File: src/rtl/isw_defs.svh
// Constants for the four-channel bus switch control logic.
// Assumes inclusion by bare name from the package and the design files.
`ifndef ISW_DEFS_SVH
`define ISW_DEFS_SVH

// Channel count and control register
`define ISW_CH_COUNT      4
`define ISW_CTRL_RESET    4'h0
`define ISW_CTRL_LSB      0
`define ISW_CTRL_MSB      3

// Slave address: fixed upper five bits, two strap bits below (arbitrary value)
`define ISW_ADDR_BASE     5'h1c

// Byte framing
`define ISW_BYTE_W        8
`define ISW_BIT_LAST      4'h8
`define ISW_READ_PAD      4'h0

// Write buffer
`define ISW_FIFO_DEPTH    32

// Clock figures: 20 MHz core, upstream clock 0 to 400 kHz
`define ISW_CLK_KHZ       20000
`define ISW_SCL_MAX_KHZ   400

`endif

File: src/rtl/isw_pkg.sv
// Types shared by the switch control logic, its checker and the testbench.
// Assumes isw_defs.svh is on the include path.
`include "isw_defs.svh"

package isw_pkg;

   // Upstream clock/data pair travels as one struct
   typedef struct packed {
      logic scl;
      logic sda;
   } isw_line_type;

   // Slave protocol states, one-hot
   typedef enum logic [6:0] {
      ST_IDLE    = 7'h01,
      ST_ADDR    = 7'h02,
      ST_ADDR_AK = 7'h04,
      ST_WRITE   = 7'h08,
      ST_WR_AK   = 7'h10,
      ST_READ    = 7'h20,
      ST_RD_AK   = 7'h40
   } isw_state_type;

   typedef logic [`ISW_BYTE_W-1:0] isw_byte_type;

endpackage

File: src/rtl/isw_fifo.sv
// Flip-flop FIFO with valid/ready on both sides.
// Assumes one clock and an asynchronous active-low reset; DEPTH a power of two.
`timescale 1ns/100ps
`default_nettype none

module isw_fifo #(
   parameter int WIDTH = 8,
   parameter int DEPTH = 32
) (
   input  wire logic             mclk,
   input  wire logic             rst_b,
   input  wire logic             in_valid,
   output logic                  in_ready,
   input  wire logic [WIDTH-1:0] in_data,
   output logic                  out_valid,
   input  wire logic             out_ready,
   output logic      [WIDTH-1:0] out_data
);

   localparam int AW = $clog2(DEPTH);

   logic [WIDTH-1:0] mem_r [DEPTH];
   logic [AW-1:0]    wr_ptr_r;
   logic [AW-1:0]    rd_ptr_r;
   logic [AW:0]      count_r;
   logic             push;
   logic             pop;

   // ==========================================================
   // Handshake
   assign in_ready  = (count_r != DEPTH[AW:0]);
   assign out_valid = (count_r != '0);
   assign push      = in_valid & in_ready;
   assign pop       = out_valid & out_ready;
   assign out_data  = mem_r[rd_ptr_r];

   // Storage, no reset needed on data
   always_ff @(posedge mclk) begin
      if (push) begin
         mem_r[wr_ptr_r] <= in_data;
      end
   end

   // Pointers wrap naturally at a power-of-two depth
   always_ff @(posedge mclk or negedge rst_b) begin
      if (!rst_b) begin
         wr_ptr_r <= '0;
         rd_ptr_r <= '0;
         count_r  <= '0;
      end else begin
         if (push) begin
            wr_ptr_r <= wr_ptr_r + 1'b1;
         end
         if (pop) begin
            rd_ptr_r <= rd_ptr_r + 1'b1;
         end
         if (push && !pop) begin
            count_r <= count_r + 1'b1;
         end else if (pop && !push) begin
            count_r <= count_r - 1'b1;
         end
      end
   end

endmodule

`default_nettype wire

File: src/rtl/isw_switch.sv
// Control logic of a four-channel bus switch with interrupt combining.
// Assumes bus pins arrive synchronous to mclk and open-drain wiring outside.
`include "isw_defs.svh"
`timescale 1ns/100ps
`default_nettype none

module isw_switch (
   input  wire logic                          mclk,
   input  wire logic                          rst_b,
   input  wire isw_pkg::isw_line_type         up_line_in,
   output isw_pkg::isw_line_type              up_line_out,
   output isw_pkg::isw_line_type              up_line_oe,
   input  wire logic [`ISW_CH_COUNT-1:0]      downstream_clock_in,
   output logic      [`ISW_CH_COUNT-1:0]      downstream_clock_out,
   output logic      [`ISW_CH_COUNT-1:0]      downstream_clock_oe,
   input  wire logic [`ISW_CH_COUNT-1:0]      downstream_data_in,
   output logic      [`ISW_CH_COUNT-1:0]      downstream_data_out,
   output logic      [`ISW_CH_COUNT-1:0]      downstream_data_oe,
   input  wire logic [`ISW_CH_COUNT-1:0]      channel_irq_n,
   output logic                               irq_n,
   input  wire logic                          addr_sel_lo,
   input  wire logic                          addr_sel_hi,
   output logic      [`ISW_CH_COUNT-1:0]      chan_enable
);

   import isw_pkg::*;

   // ==========================================================
   // Declarations
   isw_state_type             state_r;
   isw_line_type              prev_r;
   isw_line_type              up_oe_r;
   isw_byte_type              rx_sh_r;
   isw_byte_type              tx_sh_r;
   logic [3:0]                bit_cnt_r;
   logic                      slave_oe_r;
   logic                      rd_nak_r;
   logic [`ISW_CH_COUNT-1:0]  ctrl_r;
   logic [`ISW_CH_COUNT-1:0]  ds_clk_oe_r;
   logic [`ISW_CH_COUNT-1:0]  ds_dat_oe_r;
   logic                      irq_n_r;
   logic                      scl_rise;
   logic                      scl_fall;
   logic                      start_cond;
   logic                      stop_cond;
   logic                      addr_match;
   logic                      byte_done;
   logic                      wr_push;
   logic                      fifo_in_ready;
   logic                      fifo_out_valid;
   logic                      fifo_out_ready;
   isw_byte_type              fifo_out_data;
   isw_byte_type              rd_byte;
   logic                      ds_clk_low;
   logic                      ds_dat_low;

   // Either address strap moves the slave into one of four slots
   function automatic logic match_addr(input isw_byte_type b, input logic hi, input logic lo);
      match_addr = (b[7:1] == {`ISW_ADDR_BASE, hi, lo});
   endfunction

   // ==========================================================
   // Bus condition detection
   // Edges come from comparing against the last sample; a 20 MHz core sees
   // at least 25 samples per half period even at the fastest upstream clock,
   // and a stopped clock simply produces no edges.
   assign scl_rise   = up_line_in.scl & ~prev_r.scl;
   assign scl_fall   = ~up_line_in.scl & prev_r.scl;
   assign start_cond = up_line_in.scl & prev_r.scl & prev_r.sda & ~up_line_in.sda;
   assign stop_cond  = up_line_in.scl & prev_r.scl & ~prev_r.sda & up_line_in.sda;
   assign addr_match = match_addr(rx_sh_r, addr_sel_hi, addr_sel_lo);
   assign byte_done  = scl_fall & (bit_cnt_r == `ISW_BIT_LAST);
   assign wr_push    = (state_r == ST_WRITE) & byte_done & fifo_in_ready;

   // Previous line sample
   always_ff @(posedge mclk or negedge rst_b) begin
      if (!rst_b) begin
         prev_r <= '{scl: 1'b1, sda: 1'b1};
      end else begin
         prev_r <= up_line_in;
      end
   end

   // ==========================================================
   // Slave protocol state machine
   // Reset from the rst_b pin drops the machine back to idle.
   always_ff @(posedge mclk or negedge rst_b) begin
      if (!rst_b) begin
         state_r <= ST_IDLE;
      end else if (start_cond) begin
         state_r <= ST_ADDR;
      end else if (stop_cond) begin
         state_r <= ST_IDLE;
      end else begin
         unique case (state_r)
            ST_IDLE: begin
               state_r <= ST_IDLE;
            end
            ST_ADDR: begin
               if (byte_done) begin
                  state_r <= addr_match ? ST_ADDR_AK : ST_IDLE;
               end
            end
            ST_ADDR_AK: begin
               if (scl_fall) begin
                  state_r <= rx_sh_r[0] ? ST_READ : ST_WRITE;
               end
            end
            ST_WRITE: begin
               if (byte_done) begin
                  state_r <= ST_WR_AK;
               end
            end
            ST_WR_AK: begin
               if (scl_fall) begin
                  state_r <= ST_WRITE;
               end
            end
            ST_READ: begin
               if (byte_done) begin
                  state_r <= ST_RD_AK;
               end
            end
            ST_RD_AK: begin
               if (scl_fall) begin
                  state_r <= rd_nak_r ? ST_IDLE : ST_READ;
               end
            end
            default: begin
               state_r <= ST_IDLE;
            end
         endcase
      end
   end

   // Bit counter: counts rising clock edges inside a byte
   always_ff @(posedge mclk or negedge rst_b) begin
      if (!rst_b) begin
         bit_cnt_r <= '0;
      end else if (start_cond || scl_fall && (bit_cnt_r == `ISW_BIT_LAST)) begin
         bit_cnt_r <= '0;
      end else if (scl_rise && (state_r == ST_ADDR || state_r == ST_WRITE
                                || state_r == ST_READ)) begin
         bit_cnt_r <= bit_cnt_r + 4'h1;
      end
   end

   // Receive shifter, most significant bit first
   always_ff @(posedge mclk or negedge rst_b) begin
      if (!rst_b) begin
         rx_sh_r <= '0;
      end else if (scl_rise && (state_r == ST_ADDR || state_r == ST_WRITE)) begin
         rx_sh_r <= {rx_sh_r[6:0], up_line_in.sda};
      end
   end

   // Master acknowledge after each read byte; a high level ends the read
   always_ff @(posedge mclk or negedge rst_b) begin
      if (!rst_b) begin
         rd_nak_r <= 1'b0;
      end else if (scl_rise && state_r == ST_RD_AK) begin
         rd_nak_r <= up_line_in.sda;
      end
   end

   // Read-back byte: pad above the channel bits.
   // Its top bit goes out as soon as the address is acknowledged, so the
   // first data bit is settled long before the host raises the clock.
   assign rd_byte = {`ISW_READ_PAD, ctrl_r};

   // Transmit shifter: read-back returns the enabled channels, zero above
   always_ff @(posedge mclk or negedge rst_b) begin
      if (!rst_b) begin
         tx_sh_r <= '0;
      end else if (scl_fall && (state_r == ST_ADDR_AK && rx_sh_r[0]
                                || state_r == ST_RD_AK && !rd_nak_r)) begin
         tx_sh_r <= rd_byte;
      end else if (scl_fall && state_r == ST_READ) begin
         tx_sh_r <= {tx_sh_r[6:0], 1'b0};
      end
   end

   // Slave data drive: acknowledge slots and read data bits.
   // Changes only on falling clock so data is stable while the clock is high.
   // A full write buffer shows as a missing acknowledge, so the host backs off.
   // Read bits pull low for a zero; the host keeps the line released meanwhile.
   always_ff @(posedge mclk or negedge rst_b) begin
      if (!rst_b) begin
         slave_oe_r <= 1'b0;
      end else if (start_cond || stop_cond) begin
         slave_oe_r <= 1'b0;
      end else if (scl_fall) begin
         unique case (state_r)
            ST_ADDR:    slave_oe_r <= byte_done & addr_match;
            ST_WRITE:   slave_oe_r <= wr_push;
            ST_ADDR_AK: slave_oe_r <= rx_sh_r[0] & ~rd_byte[`ISW_BYTE_W-1];
            ST_READ:    slave_oe_r <= ~byte_done & ~tx_sh_r[6];
            ST_RD_AK:   slave_oe_r <= ~rd_nak_r & ~rd_byte[`ISW_BYTE_W-1];
            default:    slave_oe_r <= 1'b0;
         endcase
      end
   end

   // ==========================================================
   // Write buffer and control register
   // Written bytes queue here; they take effect whenever the machine is in ST_IDLE,
   // also after a non-matching address, so the set can change during a foreign transfer.
   isw_fifo #(
      .WIDTH (`ISW_BYTE_W),
      .DEPTH (`ISW_FIFO_DEPTH)
   ) u_wr_fifo (
      .mclk      (mclk),
      .rst_b     (rst_b),
      .in_valid  (wr_push),
      .in_ready  (fifo_in_ready),
      .in_data   (rx_sh_r),
      .out_valid (fifo_out_valid),
      .out_ready (fifo_out_ready),
      .out_data  (fifo_out_data)
   );

   assign fifo_out_ready = (state_r == ST_IDLE);

   // Control register; each bit enables one channel, any mix allowed
   always_ff @(posedge mclk or negedge rst_b) begin
      if (!rst_b) begin
         ctrl_r <= `ISW_CTRL_RESET;
      end else if (fifo_out_valid && fifo_out_ready) begin
         ctrl_r <= fifo_out_data[`ISW_CTRL_MSB:`ISW_CTRL_LSB];
      end
   end

   // ==========================================================
   // Channel pass-through
   // Open-drain joining in both directions. Each side copies a low from the
   // other only when that low is not its own echo, which keeps the pair from
   // locking itself low once both sides have been driven.
   genvar ch;
   generate
      for (ch = 0; ch < `ISW_CH_COUNT; ch++) begin : g_chan
         always_ff @(posedge mclk or negedge rst_b) begin
            if (!rst_b) begin
               ds_clk_oe_r[ch] <= 1'b0;
               ds_dat_oe_r[ch] <= 1'b0;
            end else begin
               ds_clk_oe_r[ch] <= ctrl_r[ch] & ~up_line_in.scl & ~up_oe_r.scl;
               ds_dat_oe_r[ch] <= ctrl_r[ch] & ~up_line_in.sda & ~up_oe_r.sda;
            end
         end
      end
   endgenerate

   // A low on any enabled channel not caused by us reaches upstream
   assign ds_clk_low = |(ctrl_r & ~downstream_clock_in & ~ds_clk_oe_r);
   assign ds_dat_low = |(ctrl_r & ~downstream_data_in & ~ds_dat_oe_r);

   // Upstream drive: protocol drive or relayed downstream low
   always_ff @(posedge mclk or negedge rst_b) begin
      if (!rst_b) begin
         up_oe_r <= '0;
      end else begin
         up_oe_r.scl <= ds_clk_low;
         up_oe_r.sda <= ds_dat_low | slave_oe_r;
      end
   end

   // ==========================================================
   // Interrupt combining
   // Registered so the output is glitch-free; costs one cycle of latency.
   always_ff @(posedge mclk or negedge rst_b) begin
      if (!rst_b) begin
         irq_n_r <= 1'b1;
      end else begin
         irq_n_r <= &channel_irq_n;
      end
   end

   // ==========================================================
   // Outputs; open-drain pins only ever drive low
   assign up_line_out          = '0;
   assign up_line_oe           = up_oe_r;
   assign downstream_clock_out = '0;
   assign downstream_data_out  = '0;
   assign downstream_clock_oe  = ds_clk_oe_r;
   assign downstream_data_oe   = ds_dat_oe_r;
   assign irq_n                = irq_n_r;
   assign chan_enable          = ctrl_r;

endmodule

`default_nettype wire

File: config.mk
export PLATFORM = sky130hd
export DESIGN_NAME = isw_switch
export DESIGN_NICKNAME = d
export VERILOG_FILES = /design/src/rtl/isw_pkg.sv /design/src/rtl/isw_fifo.sv /design/src/rtl/isw_switch.sv
export VERILOG_INCLUDE_DIRS = /design/src /design/src/rtl
export SDC_FILE = /design/constraint.sdc
export NUM_CORES = 1
export LEC_CHECK = 0
export ABC_AREA = 1
export ABC_CLOCK_PERIOD_IN_PS = 2400
export BUFFER_PORTS_ARGS = -buffer_cell sky130_fd_sc_hd__buf_2
export CORE_MARGIN = 3
export CORE_UTILIZATION = 50
export DETAILED_ROUTE_END_ITERATION = 6
export PLACE_DENSITY = 0.8
export SYNTH_ARGS = -nofsm -noshare
export SYNTH_HDL_FRONTEND = slang
export SYNTH_SLANG_ARGS = --single-unit
export TNS_END_PERCENT = 1
File: constraint.sdc
create_clock -name mclk -period 2.4 [get_ports mclk]
set_input_delay 0.36 -clock mclk [delete_from_list [all_inputs] [get_ports mclk]]
set_output_delay 0.36 -clock mclk [all_outputs]
set_load 0.02 [all_outputs]
==> flow_summary.rst, run 1 <==
.. list-table::
   :header-rows: 1

   * - Metric
     - Value
   * - Number of nets still failing antenna checks after routing
     - 0
   * - Final-layout fill cell count
     - 1366
   * - Level count of the clock H-tree
     - 4
   * - Actual transition at the worst max-transition pin
     - 678 ps
   * - Yosys reg bits
     - 189
   * - Class of the tightest hold or removal check
     - in -> reg
   * - Number of antenna violations at the first check in global routing
     - 0
   * - Top flip-flop cell by instance count after synthesis
     - sky130_fd_sc_hd__edfxtp_1
   * - Final wirelength
     - 18800 um
   * - Capturing element type of the critical path
     - register
   * - # DRC
     - 0
   * - I/O pin cnt
     - between 40 and 50
   * - Net Sw Frac
     - 35.7%
   * - Cell-by-cell listing of the critical path
     - nor2_2 > nand2_1 > nor3_1 > nor2_2 > inv_1 > ha_4 > inv_4 > fa_2 > nand3_1 > nand2_1 > o21ai_1 > a21oi_1 > a21oi_1
   * - Pre-CTS setup slack
     - -60.3 ps
   * - Sequential share of power
     - 40.5%
   * - Syn Inst Count
     - 931
   * - Maxcap violations
     - 0
   * - Sum of net half-perimeters after detailed placement
     - 12500 um
   * - Final period util
     - 96.7%
   * - Via count of the first global-routing pass
     - 6422
   * - Number of distinct standard cells referenced by the synthesized netlist
     - 44
   * - Final cell count without fillers
     - ~1.2k
   * - FMAX
     - roughly 0.43 GHz
   * - Clock root buffer
     - sky130_fd_sc_hd__clkbuf_16
   * - # diodes
     - 0
   * - Average routed wire per standard cell
     - 15.5 um
   * - Setup TNS
     - 0 ps
   * - Worst Skew
     - 7.59 ps
   * - Sw power
     - 3.38 mW
   * - Initial Utilization
     - 52.0%
   * - Worst IR drop on VDD
     - 745 uV
   * - CP Data Arrival Time
     - around 2700 ps
   * - Leakage power of the design
     - around 4.5 nW
   * - Outcome
     - completed
   * - Via/cell ratio
     - 5.32
   * - Number of buffers inserted during clock tree synthesis
     - 17
   * - Number of optimization iterations in the first detailed-route pass
     - 7
   * - Sequential fraction of the synthesis area
     - between 60% and 70%
   * - Sort of element at the start of the critical path
     - register
   * - Max transition margin
     - a little over half
   * - Power density relative to cell area
     - between 900 and 1000 nW/um2
   * - Delay contributed by the slowest stage of the critical path
     - 440 ps
   * - Final setup margin
     - between 70 and 80 ps
   * - Share of flip-flops with an asynchronous set or reset after synthesis
     - 32.3%
   * - Last weighted congestion value of the routability-driven placer
     - 0.886
   * - M3 GR Usage
     - 4.66%
   * - Pin count of the biggest net entering global routing
     - 46
   * - Die height
     - 139 um
   * - Clock transition at the registers of the reported paths
     - 70 ps
   * - Total global routing track utilization
     - 20.3%
   * - Hold Worst Slack
     - between 40 and 50 ps
   * - Fin crit period
     - 2320 ps
   * - Proportion of power drawn by the clock network
     - 29.4%
   * - Largest driver fanout on the critical path
     - 5
   * - I/O Buffers
     - 32
   * - Routing usage on met2
     - 34.2%
   * - Combinational power share
     - 30.1%
   * - Core area
     - 16900 um2
   * - Total congestion overflow
     - 0
   * - Slowest cell on crit path
     - sky130_fd_sc_hd__dfrtp_1
   * - Fraction of layout cells with a size suffix above 1
     - 13.5%
   * - Cell area after synthesis
     - approximately 9000 um2
   * - TritonCTS sink count
     - 189
   * - Number of enable flip-flop cells after synthesis
     - between 100 and 150
   * - Fin nets
     - 1008
   * - Initial drt markers
     - 455
   * - Yosys synthesis warning count
     - 0
   * - Site Rows
     - 47
   * - Total count of max-transition violations in the final report
     - 0
   * - Cell count after placement
     - 1177
   * - Maximum clock path buffer count
     - 2
   * - Worst-Skew Late Latency
     - 430 ps
   * - Relative area change from synthesis to final layout
     - 12.9%
   * - Synthesized area per cell
     - 9.46 um2
   * - Die area
     - 19300 um2
   * - Required time of the worst setup path
     - 2760 ps
   * - Setup-violating endpoint count in the final report
     - 0
   * - Horizontal die dimension
     - 139 um
   * - Internal power component
     - 6.11 mW
   * - Global routing met1 resource utilization
     - 26.0%
   * - CTS tree
     - yes
   * - Buffer count from post-CTS setup fixing
     - 0
   * - Category of the most critical setup path
     - reg -> reg
   * - First-pass GRT wire length
     - 31400 um
   * - Busiest layer in global routing
     - met2
   * - Hold Fails Final Rpt
     - 0
   * - Total power
     - 9.49 mW
   * - Number of vias after detailed routing
     - 6440
-- path summary, 6_finish.rpt --
kind | from | to | cells past startpoint | slack [ps]
max in group asynchronous | rst_b | irq_n | 3 | 1200
max reg2reg | u_wr_fifo.count_r[1] | u_wr_fifo.count_r[4] | 13 | 80
min | up_line_in[0] | prev_r[0] | 1 | 50
max | u_wr_fifo.count_r[1] | u_wr_fifo.count_r[4] | 13 | 80
min reg2reg | tx_sh_r[2] | tx_sh_r[2] | 2 | 490
min in group asynchronous | rst_b | up_line_oe[1] | 2 | 510
-- kinds of logic after synthesis --
kind of cell / share of synthesized area, %
XOR/XNOR: 1.39
adder cells (fa/ha/maj): 1.93
other: 0.0426
flip-flops: 61.0
AO/OA/AOI/OAI: 3.08
AND/OR/NAND/NOR: 25.2
buffers and inverters: 7.33
-- state kept, by name, indices dropped and copies added, names as in the netlist --
signal	cells
prev_r	2
rd_nak_r	1
u_wr_fifo.wr_ptr_r	5
bit_cnt_r	4
rx_sh_r	8
downstream_clock_oe	4
state_r	7
up_line_oe	2
downstream_data_oe	4
u_wr_fifo.mem_r	128
chan_enable	4
irq_n	1
u_wr_fifo.rd_ptr_r	5
u_wr_fifo.count_r	6
tx_sh_r	7
slave_oe_r	1
-- what timing repair did --
item | 4_1_cts | 5_1_grt
endpoints found under the hold margin | 26 | 0
hold buffers | 1 | 0
setup endpoints to repair | 1 | 3
resized for setup | 3 | 10
pin swaps | 0 | 2
-- power by group through the flow --
stage	clock network, mW	registers [mW]	logic, mW
4_1_cts	2.82	3.83	2.79
5_1_grt	3.00	3.87	3.19
3_5_place_dp	0	3.88	2.75
3_3_place_gp	0	3.88	2.67
6_report	2.79	3.84	2.85
2_1_floorplan	0	3.94	1.93
-- area by class of cell --
class                      count  area [um2]  area share (%)
clock buffer                  18         429            4.31
clock inverter                14         161            1.62
sequential                   189        5380            54.0
tap                          220         275            2.77
timing repair buffer          58         383            3.85
inverter                     112         424            4.26
multi-input combinational    599        2900            29.1
-- synth_stat cells, types with 5 or more instances --
cell type,count,share of area [%]
sky130_fd_sc_hd__a21oi_1,18,1.0
sky130_fd_sc_hd__buf_2,14,0.80
sky130_fd_sc_hd__buf_4,13,1.1
sky130_fd_sc_hd__clkbuf_1,11,0.47
sky130_fd_sc_hd__dfrtp_1,57,16
sky130_fd_sc_hd__edfxtp_1,128,44
sky130_fd_sc_hd__ha_1,12,1.7
sky130_fd_sc_hd__inv_1,105,4.5
sky130_fd_sc_hd__nand2_1,273,12
sky130_fd_sc_hd__nand2_2,5,0.36
sky130_fd_sc_hd__nand3_1,103,5.9
sky130_fd_sc_hd__nor2_1,89,3.8
sky130_fd_sc_hd__nor2_2,5,0.36
sky130_fd_sc_hd__nor3_1,8,0.45
sky130_fd_sc_hd__o21ai_0,19,1.1
sky130_fd_sc_hd__o21ai_1,8,0.45
sky130_fd_sc_hd__xor2_1,11,1.1
-- per-stage QoR --
| step | cell area (um2) | utilization [%] |
|---|---|---|
| after floorplan | 8860 | - |
| after global placement | 9290 | 54.8 |
| after detailed placement | 9290 | 54.8 |
| after CTS | 9900 | 58.5 |
| after global routing | 9950 | 58.7 |
| final | 9950 | 58.7 |
-- critical path: cells and delay by family (launching register included) --
| family | cells | cell delay [ps] |
|---|---|---|
| compound gates | 3 | 330 |
| simple gates | 6 | 710 |
| fa+ha+maj | 2 | 560 |
| flops | 1 | 440 |
| buf+inv | 2 | 180 |
-- layer usage --
layer / routed length [um] / vias to the layer above
met5: 0 / -
met4: 406 / 0
met3: 1060 / 37
met2: 9520 / 219
met1: 7770 / 3095
li1: - / 3089
-- placed cells by master, fill, tap and decap left out, drive strengths merged, types with 11 or more instances in the layout --
master,synthesis,final
nor2,97,97
nand3,105,105
a21oi,18,18
clkbuf,11,18
buf,29,57
dfrtp,57,57
xor2,11,11
ha,12,12
nand2,282,282
o21ai,29,29
nor3,11,11
inv,108,120
edfxtp,128,128
Power figures use the tool's default switching activity.
==> run 2, diff against run 1 <==
--- a/config.mk
+++ b/config.mk
@@ -12,5 +12,5 @@
 export CORE_MARGIN = 3
-export CORE_UTILIZATION = 50
+export CORE_UTILIZATION = 35
 export DETAILED_ROUTE_END_ITERATION = 6
-export PLACE_DENSITY = 0.8
+export PLACE_DENSITY = 0.62
 export SYNTH_ARGS = -nofsm -noshare
--- a/constraint.sdc
+++ b/constraint.sdc
@@ -3,2 +3,2 @@
 set_output_delay 0.36 -clock mclk [all_outputs]
-set_load 0.02 [all_outputs]
+set_load 0.005 [all_outputs]
==> flow_summary.rst, run 2 (synthesized netlist as in run 1, its figures left out) <==
.. list-table::
   :header-rows: 1

   * - Metric
     - Value
   * - Clock root buffer
     - sky130_fd_sc_hd__clkbuf_16
   * - Number of vias after detailed routing
     - 6271
   * - Total congestion overflow
     - 0
   * - Horizontal die dimension
     - 165 um
   * - Category of the most critical setup path
     - reg -> reg
   * - Clock transition at the registers of the reported paths
     - 70 ps
   * - Number of nets still failing antenna checks after routing
     - 0
   * - Sort of element at the start of the critical path
     - register
   * - Maxcap violations
     - 0
   * - Most common cell after layout, fill and taps aside
     - sky130_fd_sc_hd__nand2_1
   * - Final-layout fill cell count
     - between 2k and 2.5k
   * - Outcome
     - completed
   * - Total global routing track utilization
     - 14.8%
   * - Top library cells by usage in the layout, fill and taps aside
     - 272 x sky130_fd_sc_hd__nand2_1, 128 x sky130_fd_sc_hd__edfxtp_1, 104 x sky130_fd_sc_hd__inv_1
   * - Setup-violating endpoint count in the final report
     - 0
   * - Worst-Skew Late Latency
     - 430 ps
   * - Leakage power of the design
     - 4.49 nW
   * - Capturing element type of the critical path
     - register
   * - CTS tree
     - yes
   * - Internal power component
     - just over 6 mW
   * - Average routed wire per standard cell
     - approximately 14 um
   * - Combinational power share
     - just under 30%
   * - Max transition margin
     - 62.1%
   * - Initial Utilization
     - 35.9%
   * - Hold Worst Slack
     - roughly 57 ps
   * - Non-Filler Cell Area, Final
     - 10100 um2
   * - Fin nets
     - 1010
   * - Buffer count from post-CTS setup fixing
     - 0
   * - Maximum clock path buffer count
     - 2
   * - Routing usage on met2
     - between 20% and 30%
   * - M3 GR Usage
     - 2.83%
   * - Register with the most flip-flops
     - u_wr_fifo.mem_r
   * - Pin count of the biggest net entering global routing
     - 71
   * - FMAX
     - about 0.44 GHz
   * - First-pass GRT wire length
     - 31000 um
   * - Worst IR drop on VDD
     - 672 uV
   * - Global routing met1 resource utilization
     - between 20% and 30%
   * - Via count of the first global-routing pass
     - 5992
   * - Sum of net half-perimeters after detailed placement
     - 12500 um
   * - Initial drt markers
     - 672
   * - Power density relative to cell area
     - 936 nW/um2
   * - Fraction of layout cells with a size suffix above 1
     - 13.8%
   * - Largest driver fanout on the critical path
     - 5
   * - Final period util
     - 94.4%
   * - Hold Fails Final Rpt
     - 0
   * - Die height
     - 165 um
   * - Site Rows
     - 57
   * - Level count of the clock H-tree
     - 4
   * - Number of optimization iterations in the first detailed-route pass
     - 5
   * - CP Data Arrival Time
     - roughly 2600 ps
   * - Actual transition at the worst max-transition pin
     - approximately 570 ps
   * - Busiest layer in global routing
     - met2
   * - Max FFs per register
     - 128
   * - Number of buffers inserted during clock tree synthesis
     - 17
   * - Relative area change from synthesis to final layout
     - 14.6%
   * - I/O Buffers
     - 32
   * - Worst Skew
     - 11.8 ps
   * - TritonCTS sink count
     - 189
   * - Placed Area
     - 9440 um2
   * - # diodes
     - 0
   * - Fin crit period
     - approximately 2300 ps
   * - I/O pin cnt
     - between 40 and 50
   * - Required time of the worst setup path
     - 2750 ps
   * - Sw power
     - 3.21 mW
   * - Core area
     - 24500 um2
   * - Net Sw Frac
     - 34.0%
   * - Last weighted congestion value of the routability-driven placer
     - 0.811
   * - # DRC
     - 0
   * - Class of the tightest hold or removal check
     - in -> reg
   * - Sequential share of power
     - between 40% and 50%
   * - Registers with the most flip-flops
     - u_wr_fifo.mem_r: 128 flops, rx_sh_r: 8 flops
   * - Total count of max-transition violations in the final report
     - 0
   * - Number of antenna violations at the first check in global routing
     - 0
   * - Final wirelength
     - 19100 um
   * - Proportion of power drawn by the clock network
     - 29.9%
   * - Via/cell ratio
     - 4.77
   * - Die area
     - 27100 um2
-- run 2: final cells by class --
| type | instances | area [um2] | area share [%] |
|---|---|---|---|
| Clock buffer | 19 | 447 | 4.42 |
| Clock inverter | 13 | 135 | 1.34 |
| Inverter | 112 | 424 | 4.20 |
| Multi-Input combinational cell | 599 | 2900 | 28.7 |
| Sequential cell | 189 | 5380 | 53.3 |
| Tap cell | 324 | 405 | 4.02 |
| Timing Repair Buffer | 60 | 410 | 4.07 |
-- run 2: path summary, 6_finish.rpt --
path                                     from                    to  slack [ps]  cells after the start
worst min-delay path            up_line_in[0]             prev_r[0]          60                      1
worst max-delay path                prev_r[1]  u_wr_fifo.count_r[4]         130                     14
max in group asynchronous               rst_b            state_r[0]        1350                      3
worst max register to register      prev_r[1]  u_wr_fifo.count_r[4]         130                     14
min in group asynchronous               rst_b          bit_cnt_r[1]         430                      2
worst min register to register     tx_sh_r[2]            tx_sh_r[2]         490                      2
-- run 2: what timing repair did --
item / CTS / global route
endpoints found under the hold margin: 19 / 0
setup endpoints to repair: 2 / 4
gates resized for setup: 1 / 12
hold buffers: 1 / 0
pin swaps: 0 / 2
-- run 2: per-stage QoR --
stage / TNS, ps / util, % / setup WS [ps] / cells / power [mW]
after floorplan: -88.8 / - / -57.5 / 940 / 5.77
after global placement: 0 / 38.5 / 43.4 / 1283 / 6.59
after detailed placement: -36.1 / 38.5 / -26.5 / 1283 / 6.63
after CTS: 0 / 40.9 / 32.8 / 1316 / 9.43
after global routing: -39.1 / 41.1 / -39.1 / 1316 / 10.0
final: 0 / 41.1 / 134 / 1316 / 9.45
-- run 2: power groups by stage --
stage | logic, mW | clock network, mW | registers [mW]
2_1_floorplan | 1.92 | 0 | 3.85
3_3_place_gp | 2.71 | 0 | 3.89
3_5_place_dp | 2.73 | 0 | 3.89
4_1_cts | 2.74 | 2.87 | 3.82
5_1_grt | 3.17 | 3.01 | 3.86
6_report | 2.80 | 2.82 | 3.83
-- run 2: critical path: stages (launching register included) --
cell	delay (ps)
sky130_fd_sc_hd__dfstp_2	550
sky130_fd_sc_hd__inv_1	50
sky130_fd_sc_hd__nor2_2	100
sky130_fd_sc_hd__nand2_1	100
sky130_fd_sc_hd__nor2_4	150
sky130_fd_sc_hd__nand3_4	90
sky130_fd_sc_hd__clkinv_2	70
sky130_fd_sc_hd__ha_4	140
sky130_fd_sc_hd__inv_4	70
sky130_fd_sc_hd__fa_2	400
sky130_fd_sc_hd__nand3_1	80
sky130_fd_sc_hd__nand2_1	80
sky130_fd_sc_hd__o21ai_1	140
sky130_fd_sc_hd__a21oi_1	50
sky130_fd_sc_hd__a21oi_1	140
-- run 2: layer usage --
layer,wire [um],share of wire (%),up-vias
met5,0,0,-
met4,388,2.0,0
met3,953,5.0,29
met2,8910,47,184
met1,8830,46,2964
li1,-,-,3094
==> run 3, diff against run 2 <==
Settings changed: CELL_PAD_IN_SITES_DETAIL_PLACEMENT set to 1, CELL_PAD_IN_SITES_GLOBAL_PLACEMENT set to 2, PLACE_DENSITY 0.62 to 0.85.
==> flow_summary.rst, run 3 (synthesized netlist as in run 1, its figures left out) <==
.. list-table::
   :header-rows: 1

   * - Metric
     - Value
   * - Non-Filler Cell Area, Final
     - 10200 um2
   * - Die height
     - around 160 um
   * - Timing startpoint of the critical path
     - state_r[4]
   * - # DRC
     - 0
   * - Top library cells by usage in the layout, fill and taps aside
     - 271 x sky130_fd_sc_hd__nand2_1, 128 x sky130_fd_sc_hd__edfxtp_1, 102 x sky130_fd_sc_hd__inv_1, 102 x sky130_fd_sc_hd__nand3_1, 87 x sky130_fd_sc_hd__nor2_1
   * - Worst IR drop on VDD
     - 565 uV
   * - Maxcap violations
     - 0
   * - Fraction of layout cells with a size suffix above 1
     - 15.2%
   * - Final period util
     - 95.9%
   * - Registers with the most flip-flops
     - u_wr_fifo.mem_r: 128 flops, rx_sh_r: 8 flops
   * - Maximum clock path buffer count
     - 2
   * - Setup-violating endpoint count in the final report
     - 0
   * - Max FFs per register
     - 128
   * - Level count of the clock H-tree
     - 4
   * - I/O pin cnt
     - 43
   * - Number of nets still failing antenna checks after routing
     - 0
   * - Initial drt markers
     - 389
   * - Fin nets
     - about 1k
   * - Pre-CTS setup slack
     - -43.7 ps
   * - Max transition margin
     - 61.5%
   * - Worst Skew
     - 15.4 ps
   * - Final wirelength
     - around 22000 um
   * - Cell depth of the worst flop-to-flop path
     - 14
   * - Cell count after placement
     - 1286
   * - Largest driver fanout on the critical path
     - 5
   * - R2R Path End
     - u_wr_fifo.count_r[3]
   * - Last weighted congestion value of the routability-driven placer
     - 0.782
   * - Footprint of the multi-input gates
     - 2920 um2
   * - Class of the tightest hold or removal check
     - in -> reg
   * - Via count of the first global-routing pass
     - about 6.6k
   * - Setup TNS
     - 0 ps
   * - Hold Fails Final Rpt
     - 0
   * - Power density relative to cell area
     - 957 nW/um2
   * - Capturing element type of the critical path
     - register
   * - Total count of max-transition violations in the final report
     - 0
   * - Required time of the worst setup path
     - 2710 ps
   * - Category of the most critical setup path
     - reg -> reg
   * - Total global routing track utilization
     - 16.6%
   * - Via/cell ratio
     - 4.79
   * - Total congestion overflow
     - 0
   * - Number of optimization iterations in the first detailed-route pass
     - 5
   * - Number of buffers inserted during clock tree synthesis
     - 17
   * - Sum of net half-perimeters after detailed placement
     - between 10000 and 15000 um
   * - Most common cell after layout, fill and taps aside
     - sky130_fd_sc_hd__nand2_1
   * - Number of antenna violations at the first check in global routing
     - 0
   * - Final cell count without fillers
     - approximately 1.3k
   * - CP Data Arrival Time
     - 2620 ps
   * - First-pass GRT wire length
     - between 30000 and 40000 um
   * - Leakage power of the design
     - 4.54 nW
   * - Initial Utilization
     - between 30% and 40%
   * - Average routed wire per standard cell
     - 16.6 um
   * - TritonCTS sink count
     - 189
   * - Critical path destination
     - u_wr_fifo.count_r[3]
   * - Clock root buffer
     - sky130_fd_sc_hd__clkbuf_16
   * - Actual transition at the worst max-transition pin
     - 578 ps
   * - Pin count of the biggest net entering global routing
     - 62
   * - Final design utilization
     - 41.6%
   * - CTS tree
     - yes
   * - FF-to-FF setup slack
     - around 98 ps
   * - Reg area
     - about 5400 um2
   * - Final setup margin
     - 97.6 ps
   * - Die area
     - ~27000 um2
   * - Sort of element at the start of the critical path
     - register
   * - Relative area change from synthesis to final layout
     - 15.9%
   * - Register with the most flip-flops
     - u_wr_fifo.mem_r
   * - Clock transition at the registers of the reported paths
     - 80 ps
   * - Setup repair after global routing missed its margin
     - yes
   * - # diodes
     - 0
   * - Core area
     - around 25000 um2
   * - Placed Area
     - 9440 um2
   * - Outcome
     - completed
   * - Fin crit period
     - 2300 ps
   * - Worst-Skew Late Latency
     - 430 ps
   * - Reg2reg start
     - state_r[4]
   * - Number of vias after detailed routing
     - roughly 6.3k
   * - FMAX
     - around 0.43 GHz
   * - Horizontal die dimension
     - 165 um
   * - Site Rows
     - 57
   * - Final-layout fill cell count
     - 2823
   * - I/O Buffers
     - 32
==> run 3: changes by cell type in the layout (fill, tap and decap cells not counted), sizes merged <==
| cell | change |
|---|---|
| buf | +8 |
| clkinv | -5 |
| inv | +4 |
| clkbuf | -2 |
| clkinvlp | +2 |
| bufinv | +1 |
==> run 3: routing by layer <==
metal | GRT usage [%] | share of wire [%] | up-vias
met4 | 5.45 | 2.1 | 0
met1 | 21.6 | 46 | 3128
li1 | - | - | 3098
met3 | 3.06 | 2.6 | 25
met2 | 28.1 | 50 | 85
met5 | 0 | 0 | -
==> run 3: cell type report <==
class	count	share of cell area, %
Sequential cell	189	52.6
Multi-Input combinational cell	599	28.6
Timing Repair Buffer	68	4.48
Inverter	112	4.19
Clock buffer	17	4.17
Tap cell	324	3.97
Clock inverter	15	1.92
==> run 3: repair_timing <==
item                                    CTS  global route
endpoints found under the setup margin    3             3
pin swaps                                 0            13
hold endpoints to repair                 57             0
hold buffers                              1             0
gates resized for setup                   2            22
buffers inserted                          0             5
==> run 3: worst max-delay path, stage by stage, from the launching register on <==
cell	delay (ps)
sky130_fd_sc_hd__dfrtp_1	440
sky130_fd_sc_hd__inv_1	90
sky130_fd_sc_hd__nand2_1	70
sky130_fd_sc_hd__nor2_2	110
sky130_fd_sc_hd__nand4_1	120
sky130_fd_sc_hd__nor2_2	140
sky130_fd_sc_hd__inv_1	80
sky130_fd_sc_hd__ha_4	180
sky130_fd_sc_hd__inv_6	90
sky130_fd_sc_hd__buf_12	110
sky130_fd_sc_hd__ha_4	210
sky130_fd_sc_hd__a21oi_4	170
sky130_fd_sc_hd__and2_4	160
sky130_fd_sc_hd__xor2_1	140
sky130_fd_sc_hd__o21ai_1	70
==> run 3: power by group <==
group / switching, mW / internal [mW] / total [mW]
sequential: 0.190 / 3.65 / 3.84
combinational: 1.92 / 1.02 / 2.94
clock: 1.31 / 1.68 / 2.99
total: 3.42 / 6.35 / 9.77
==> run 3: how the worst min path moves through the flow <==
stage	from	end	slack, ps	depth (start not counted)
final	up_line_in[0]	prev_r[0]	60	1
after detailed placement	rst_b	chan_enable[3]	410	2
after floorplan	rst_b	bit_cnt_r[0]	60	0
after global placement	rst_b	chan_enable[0]	400	2
after global routing	up_line_in[0]	prev_r[0]	40	1
after CTS	up_line_in[0]	prev_r[0]	40	1
==> run 3: per-stage QoR <==
step           power, mW  hold WS [ps]
2_1_floorplan       5.77          64.4
3_3_place_gp        6.66           396
3_5_place_dp        6.71           405
4_1_cts             9.71          39.0
5_1_grt             10.4          35.8
6_report            9.77          57.9
